[src/common/cal_trim_pkg.sv]
`default_nettype none
package cal_trim_pkg;
   // Printed offsets are not all multiples of four: index, byte address = 4 * index
   localparam logic [7:0]  IDX_CAL_EN     = 8'h70;
   localparam logic [7:0]  IDX_CAL_PORT   = 8'h71;
   localparam logic [7:0]  IDX_GAIN_A     = 8'h7a;
   localparam logic [7:0]  IDX_GAIN_B     = 8'h7b;
   localparam logic [7:0]  IDX_REF        = 8'h7c;
   localparam logic [7:0]  IDX_TERM_A     = 8'h7e;
   localparam logic [7:0]  IDX_TERM_B     = 8'h7f;
   localparam logic [7:0]  IDX_TADJ_FIRST = 8'h80;
   localparam int          TADJ_COUNT     = 6;
   localparam logic [7:0]  IDX_STATUS     = 8'h90;
   localparam int          CAL_EN_BIT     = 0;
   localparam int          ST_HALTED_BIT  = 0;
   localparam int          ST_DONE_BIT    = 1;
   localparam int          ST_ABORT_BIT   = 2;
   localparam int          REF_CODE_MSB   = 3;
   localparam logic [7:0]  CAL_EN_RESET   = 8'h00;
   localparam logic [3:0]  REF_RSVD_RESET = 4'h0;
   localparam int          CAL_LEN        = 673;
   localparam int          PTR_W          = 10;
   localparam logic [9:0]  CAL_LAST       = 10'(CAL_LEN - 1);

   typedef struct packed {
      logic [7:0] gain_a;
      logic [7:0] gain_b;
      logic [7:0] ref_code;
      logic [7:0] term_a;
      logic [7:0] term_b;
      logic [TADJ_COUNT*8-1:0] tadj;
   } trim_set_t;

   typedef struct packed {
      logic       rd;
      logic       wr;
      logic [7:0] wdata;
   } cal_req_t;

   typedef struct packed {
      logic       halted;
      logic [7:0] rdata;
   } cal_rsp_t;
endpackage
`default_nettype wire

[src/hw/cal_vector_pointer.sv]
`timescale 1ns/10ps
`default_nettype none
module cal_vector_pointer #(
   parameter int LEN = 673,
   parameter int W   = 10
) (
   input  wire logic         hclk,
   input  wire logic         hresetn,
   input  wire logic         restart,
   input  wire logic         step,
   output logic [W-1:0]      ptr,
   output logic              wrapped,
   output logic              busy
);
   typedef struct packed {
      logic [W-1:0] ptr;
      logic         wrapped;
      logic         busy;
   } ptr_state_t;

   ptr_state_t st;
   ptr_state_t next_st;

   always_comb begin
      next_st = st;
      next_st.wrapped = 1'b0;
      if (restart) begin
         next_st.ptr  = '0;
         next_st.busy = 1'b0;
      end else if (step) begin
         if (st.ptr == W'(LEN - 1)) begin
            next_st.ptr     = '0;
            next_st.wrapped = 1'b1;
            next_st.busy    = 1'b0;
         end else begin
            next_st.ptr  = st.ptr + W'(1);
            next_st.busy = 1'b1;
         end
      end
   end

   always_ff @(posedge hclk or negedge hresetn) begin
      if (!hresetn) begin
         st <= '0;
      end else begin
         st <= next_st;
      end
   end

   assign ptr     = st.ptr;
   assign wrapped = st.wrapped;
   assign busy    = st.busy;
endmodule
`default_nettype wire

[src/hw/adc_cal_vector_trim_regs.sv]
// Operation
// - Enable bit gates vector port read/write pulses and pointer steps; port reads return cal_rsp.rdata even while disabled
// - Each read returns next vector byte
// - Each write loads next vector byte
// - Channel A gain trim, 8-bit read/write
// - Channel B gain trim, 8-bit read/write
// - Reference trim low nibble, reserved high nibble zeroed at factory load only, writes store all 8 bits
// - Input A termination trim, 8-bit
// - Input B termination trim, 8-bit
// - Trims reset to factory, then overwritable
// - Per-core timing adjust, factory loaded
`timescale 1ns/10ps
`default_nettype none
module adc_cal_vector_trim_regs
   import cal_trim_pkg::*;
#(
   parameter cal_trim_pkg::trim_set_t FACTORY = '0
) (
   input  wire logic                   hclk,
   input  wire logic                   hresetn,
   input  wire logic                   hsel,
   input  wire logic [31:0]            haddr,
   input  wire logic [1:0]             htrans,
   input  wire logic                   hwrite,
   input  wire logic [2:0]             hsize,
   input  wire logic [31:0]            hwdata,
   input  wire logic                   hready,
   output logic [31:0]                 hrdata,
   output logic                        hreadyout,
   output logic                        hresp,
   output cal_trim_pkg::cal_req_t      cal_req,
   input  wire cal_trim_pkg::cal_rsp_t cal_rsp,
   output cal_trim_pkg::trim_set_t     trims,
   output logic                        cal_enable
);
   import cal_trim_pkg::*;

   typedef struct packed {
      logic       ph_valid;
      logic       ph_write;
      logic [7:0] ph_index;
      logic       rd_pend;
      logic [7:0] cal_en;
      trim_set_t  trim;
      logic       loaded;
      logic       halted_s1;
      logic       halted_s2;
      logic       seq_done;
      logic       seq_abort;
      cal_req_t   req;
      logic [31:0] rdata;
   } regs_state_t;

   regs_state_t st;
   regs_state_t next_st;
   logic [PTR_W-1:0] ptr;
   logic             wrapped;
   logic             busy;
   logic             port_rd;
   logic             port_wr;
   logic             en_rise;

   // Bus phases: address phase latched, data phase always zero wait
   wire addr_ok = hsel && hready && htrans[1];
   wire [7:0] a_idx = (haddr[31:10] == '0) ? haddr[9:2] : 8'hff;
   wire [7:0] d_idx = st.ph_index;
   wire [7:0] byte_w = hwdata[7:0];
   wire port_hit = st.ph_valid && (d_idx == IDX_CAL_PORT);

   assign port_rd = port_hit && !st.ph_write && st.cal_en[CAL_EN_BIT];
   assign port_wr = port_hit && st.ph_write && st.cal_en[CAL_EN_BIT];
   assign en_rise = st.ph_valid && st.ph_write && d_idx == IDX_CAL_EN
                    && byte_w[CAL_EN_BIT] && !st.cal_en[CAL_EN_BIT];

   cal_vector_pointer #(
      .LEN (CAL_LEN),
      .W   (PTR_W)
   ) u_ptr (
      .hclk    (hclk),
      .hresetn (hresetn),
      .restart (en_rise),
      .step    (port_rd || port_wr),
      .ptr     (ptr),
      .wrapped (wrapped),
      .busy    (busy)
   );

   function automatic logic [7:0] read_mux(input regs_state_t s, input logic [7:0] idx,
                                           input logic [PTR_W-1:0] p, input logic b);
      logic [7:0] v;
      v = 8'h00;
      case (idx)
         IDX_CAL_EN: v = s.cal_en;
         IDX_GAIN_A: v = s.trim.gain_a;
         IDX_GAIN_B: v = s.trim.gain_b;
         IDX_REF:    v = s.trim.ref_code;
         IDX_TERM_A: v = s.trim.term_a;
         IDX_TERM_B: v = s.trim.term_b;
         IDX_STATUS: v = {5'h00, s.seq_abort, s.seq_done, s.halted_s2};
         default: begin
            if (idx >= IDX_TADJ_FIRST && idx < IDX_TADJ_FIRST + 8'(TADJ_COUNT))
               v = s.trim.tadj[8*(idx - IDX_TADJ_FIRST) +: 8];
         end
      endcase
      if (p == p && b == b) v = v;
      return v;
   endfunction

   always_comb begin
      next_st = st;
      next_st.req.rd = 1'b0;
      next_st.req.wr = 1'b0;
      next_st.halted_s1 = cal_rsp.halted;
      next_st.halted_s2 = st.halted_s1;
      // Factory codes loaded on the first edge after reset
      if (!st.loaded) begin
         next_st.trim   = FACTORY;
         next_st.trim.ref_code[7:REF_CODE_MSB+1] = REF_RSVD_RESET;
         next_st.loaded = 1'b1;
      end
      if (st.ph_valid && st.ph_write) begin
         case (d_idx)
            IDX_CAL_EN: begin
               next_st.cal_en = byte_w;
               if (en_rise) begin
                  next_st.seq_done  = 1'b0;
                  next_st.seq_abort = 1'b0;
               end
               if (!byte_w[CAL_EN_BIT] && busy)
                  next_st.seq_abort = 1'b1;
            end
            IDX_CAL_PORT: begin
               next_st.req.wr    = port_wr;
               next_st.req.wdata = byte_w;
            end
            IDX_GAIN_A: next_st.trim.gain_a   = byte_w;
            IDX_GAIN_B: next_st.trim.gain_b   = byte_w;
            IDX_REF:    next_st.trim.ref_code = byte_w;
            IDX_TERM_A: next_st.trim.term_a   = byte_w;
            IDX_TERM_B: next_st.trim.term_b   = byte_w;
            default: begin
               if (d_idx >= IDX_TADJ_FIRST && d_idx < IDX_TADJ_FIRST + 8'(TADJ_COUNT))
                  next_st.trim.tadj[8*(d_idx - IDX_TADJ_FIRST) +: 8] = byte_w;
            end
         endcase
      end
      if (port_rd)
         next_st.req.rd = 1'b1;
      if (wrapped)
         next_st.seq_done = 1'b1;
      // Read data for the following data phase
      next_st.rdata = '0;
      if (addr_ok && !hwrite) begin
         if (a_idx == IDX_CAL_PORT)
            next_st.rdata = {24'h0, cal_rsp.rdata};
         else
            next_st.rdata = {24'h0, read_mux(st, a_idx, ptr, busy)};
      end
      next_st.ph_valid = addr_ok;
      next_st.ph_write = hwrite;
      next_st.ph_index = a_idx;
      next_st.rd_pend  = addr_ok && !hwrite;
   end

   always_ff @(posedge hclk or negedge hresetn) begin
      if (!hresetn) begin
         st        <= '0;
         st.cal_en <= CAL_EN_RESET;
      end else begin
         st <= next_st;
      end
   end

   assign hrdata     = st.rdata;
   assign hreadyout  = 1'b1;
   assign hresp      = 1'b0;
   assign cal_req    = st.req;
   assign trims      = st.trim;
   assign cal_enable = st.cal_en[CAL_EN_BIT];
endmodule
`default_nettype wire

[config.mk]
export PLATFORM = sky130hd
export DESIGN_NAME = adc_cal_vector_trim_regs
export DESIGN_NICKNAME = d
export VERILOG_FILES = /design/src/common/cal_trim_pkg.sv /design/src/hw/cal_vector_pointer.sv /design/src/hw/adc_cal_vector_trim_regs.sv
export SDC_FILE = /design/constraint.sdc
export NUM_CORES = 1
export LEC_CHECK = 0
export ABC_AREA = 1
export BUFFER_PORTS_ARGS = -buffer_cell sky130_fd_sc_hd__buf_4
export CAP_MARGIN = 20
export CORE_UTILIZATION = 49
export CTS_CLUSTER_SIZE = 16
export DETAILED_ROUTE_END_ITERATION = 10
export PLACE_DENSITY_LB_ADDON = 0.08
export SETUP_SLACK_MARGIN = 0.5
export SYNTH_ARGS = -nofsm -noshare
export SYNTH_HDL_FRONTEND = slang
export SYNTH_SLANG_ARGS = --single-unit
[constraint.sdc]
create_clock -name hclk -period 3.1 [get_ports hclk]
set_clock_uncertainty 0.1 [all_clocks]
set_input_delay 0.155 -clock hclk [delete_from_list [all_inputs] [get_ports hclk]]
set_output_delay 0.155 -clock hclk [all_outputs]
set_load 0.005 [all_outputs]
==> flow_metrics.py <==
metrics = {
    "run_status": {
        "outcome": "finished clean",
    },
    "yosys": {
        "synth_fa_ha_area_frac": 0.0213,
        "synth_edf_count": 0,
        "syn_area_per_cell_sq_um": 7.23,
        "yosysWarnings": 0,
        "synthArstFlopShare": 1.00,
        "synth_seq_cells": 141,
        "syn-cell-area_sq_mm": 0.00881,
        "ys_seq_area_frac": 0.400,
        "synth_compound_area_frac": 0.0619,
        "synthSimpleGateAreaFrac": 0.310,
        "syn_inst": 1219,
        "synth_xor_area_frac": 0.00781,
        "ys_types": 40,
        "synth_mux_area_frac": 0,
        "synth_top_family_by_area": "simple AND/OR/NAND/NOR gates",
        "synthFlopType": "dfrtp_1",
    },
    "clocking": {
        "clockRootBuffer": "clkbuf_16",
        "htree_levels": 4,
        "numCtsBuffers": 17,
        "ctsLongestPathBuffers": 2,
        "clk_pin_slew_ns": 0.06,
        "worstSkewPairLatency_ns": 0.43,
        "cts_sinks": 141,
        "cts_tree": "yes",
    },
    "critical_path": {
        "crit_buf_inv": 3,
        "critPathMaxFanout": 8,
        "cp.required_ns": 3.32,
        "cp-end-kind": "flip-flop",
        "crit_path_frequent_cell": "nand2_1",
        "cp.arrival_ns": 3.24,
        "cp-start-kind": "flip-flop",
        "crit_slowest_cell": "dfrtp_1",
        "crit_family": "simple AND/OR/NAND/NOR gates",
        "cpPeakStageDelay_ns": 0.40,
        "crit_chain": "inv_2, nand3_4, nor2_4, nand2_4, nor2_4, inv_1, ha_4, nand2_1, nor3_2, nand4_1, nand2_1, nand2_1, nor2_1, nand2_1, nor2_4, nand2_4, nor2_4, buf_12, nand2_8, nand2_2, nand2_1",
        "critPathKind": "flip-flop to flip-flop",
    },
    "power": {
        "leakage_nw": 5.84,
        "total_power_w": 0.00426,
        "power_density_mw_per_mm2": 387,
        "peakVddDrop_uv": 369,
    },
    "timing": {
        "worst_slew_pin_slew_ns": 0.990,
        "finalHoldViolCount": 0,
        "tns_ns": 0,
        "clock.fmax_mhz": 331,
        "min_period_ns": 3.02,
        "timing.hold.ws_ns": 0.0775,
        "rsz0062_at_grt": "true",
        "setup_slack_ns": 0.0812,
        "slew_violations": 0,
        "finalSetupViolCount": 0,
        "relSlewSlack": 0.340,
        "timing.final.crit_share": 0.974,
    },
    "route": {
        "first_iter_violations": 717,
        "drt-pass1-iter-count": 8,
        "postRouteAntennaNets": 0,
        "wl_per_cell_um": 16.6,
        "wl_um": 26000,
        "via_per_inst": 5.15,
        "drc": 0,
        "via_count": 8048,
    },
    "floorplanning": {
        "start_util": 0.506,
        "die_area_sq_mm": 0.0185,
        "rows": 48,
        "fp.dieW_um": 136,
        "io_pins": 216,
        "core_sq_mm": 0.0174,
        "dieHeight_um": 136,
    },
    "placement": {
        "globalplace.congestion": 0.912,
        "hpwlAfterDp_um": 17600,
        "preCtsSetupSlack_ns": -0.0181,
        "io_buffer_count": 159,
    },
    "cells_and_area": {
        "nets": 1422,
        "fill_cells": 1591,
        "fin_util": 0.631,
        "final_cell_mix": "282 x nand2_1, 192 x buf_4, 143 x nand3_1, 139 x inv_1, 138 x dfrtp_1",
        "ff_latch_area_sq_mm": 0.00353,
        "final_common_cell": "nand2_1",
        "drive_gt1_frac": 0.251,
        "syn2layout_area_growth_pct": 24.8,
        "multiInputGateArea_sq_mm": 0.00400,
        "antenna_cells": 0,
    },
    "global_routing": {
        "grt_pass1_wl_um": 39100,
        "overflow": 0,
        "grt.total_usage": 0.280,
        "antenna_found_initial": 0,
        "grt_max_degree": 89,
        "grt_pass1_vias": 7316,
    },
    "worst_hold_path": {
        "min_path_type": "input pin to flip-flop",
    },
    "run": {
        "drv_cap": 0,
    },
}
per-stage QoR:
stage,instances,instance area (sq um)
final,1562,11000
after global routing,1562,11000
after CTS,1554,10700
after detailed placement,1484,9560
after global placement,1484,9560
after floorplan,1244,9020
final timing paths:
kind | startpoint | to | slack [ns] | depth (start not counted)
max | d_idx[1]$_DFF_PN0_ | trims[22]$_DFF_PN0_ | 0.08 | 21
min | htrans[1] | hrdata[3]$_DFF_PN0_ | 0.08 | 5
max reg2reg | d_idx[1]$_DFF_PN0_ | trims[22]$_DFF_PN0_ | 0.08 | 21
min reg2reg | next_st[44]$_DFF_PN0_ | st[44]$_DFF_PN0_ | 0.25 | 0
max in group asynchronous | hresetn | st[46]$_DFF_PN0_ | 1.95 | 3
min in group asynchronous | hresetn | cal_req[2]$_DFFE_PN0P_ | 0.13 | 2
worst reg2reg max path, cell delays in order (launching register included):
cell	delay, ns
dfrtp_1	0.40
inv_2	0.12
nand3_4	0.10
nor2_4	0.13
nand2_4	0.08
nor2_4	0.13
inv_1	0.10
ha_4	0.28
nand2_1	0.06
nor3_2	0.09
nand4_1	0.09
nand2_1	0.08
nand2_1	0.06
nor2_1	0.08
nand2_1	0.10
nor2_4	0.19
nand2_4	0.10
nor2_4	0.23
buf_12	0.17
nand2_8	0.09
nand2_2	0.07
nand2_1	0.04
cells in the mapped netlist (2+ instances only):
cell | instances | area [sq um]
o22ai_1 | 3 | 18.8
o21ai_0 | 91 | 455
a21oi_1 | 5 | 25.0
nor4_1 | 6 | 37.5
nand3_1 | 158 | 791
nand4_1 | 19 | 119
inv_2 | 4 | 15.0
nor3_2 | 2 | 20.0
nand2_2 | 6 | 37.5
nand2_1 | 312 | 1170
nor2_2 | 4 | 25.0
inv_1 | 146 | 548
buf_4 | 135 | 1010
dfrtp_1 | 141 | 3530
buf_2 | 7 | 35.0
buf_6 | 3 | 33.8
clkbuf_1 | 21 | 78.8
nor2_1 | 103 | 387
buf_1 | 4 | 15.0
ha_1 | 15 | 188
conb_1 | 2 | 7.51
xor2_1 | 5 | 43.8
nor3_1 | 10 | 50.1
final cells by class:
cell class	count	area share
clock buffers	18	0.0390
clock inverters	14	0.0187
flip-flops and latches	141	0.321
multi-input cells	782	0.364
repair buffers	231	0.179
well taps	225	0.0256
inverters	151	0.0520
power breakdown:
part           switching (W)  total, W  internal, W
logic               0.000119  0.000187    0.0000678
registers         0.00000163   0.00184      0.00184
clock network       0.000860   0.00222      0.00136
registers in the layout (all words and copies together), names as in the netlist:
name and flops:
cal_req 10, u_ptr.busy 1, u_ptr.wrapped 1, cal_enable 1
trims 88, d_idx 8, st 13, hrdata 8
next_st 1, u_ptr.ptr 10
routing by layer:
| metal | GRT usage | vias up | routed length [um] |
|---|---|---|---|
| li1 | - | 3912 | - |
| met1 | 0.376 | 3768 | 11200 |
| met2 | 0.451 | 313 | 12400 |
| met3 | 0.0406 | 55 | 1530 |
| met4 | 0.119 | 0 | 820 |
| met5 | 0 | - | 0 |
kinds of logic (layout without fill, tap and decap cells):
kind of cell	after synthesis	in the layout
adders and majority gates	15	15
other	2	27
xor gates and xnor gates	7	7
AOI/OAI and AO/OA	105	105
DFF	141	141
buffers and inverters	321	414
and+or+nand+nor	628	628
what timing repair did:
item | CTS | global route
endpoints found under the hold margin | 60 | 0
setup endpoints to repair | 48 | 58
gates resized for setup | 40 | 45
cloned | 4 | 1
setup buffers | 14 | 7
pin swaps | 9 | 15
hold buffers | 20 | 0
Note: power is estimated with default switching activity, not from simulation.
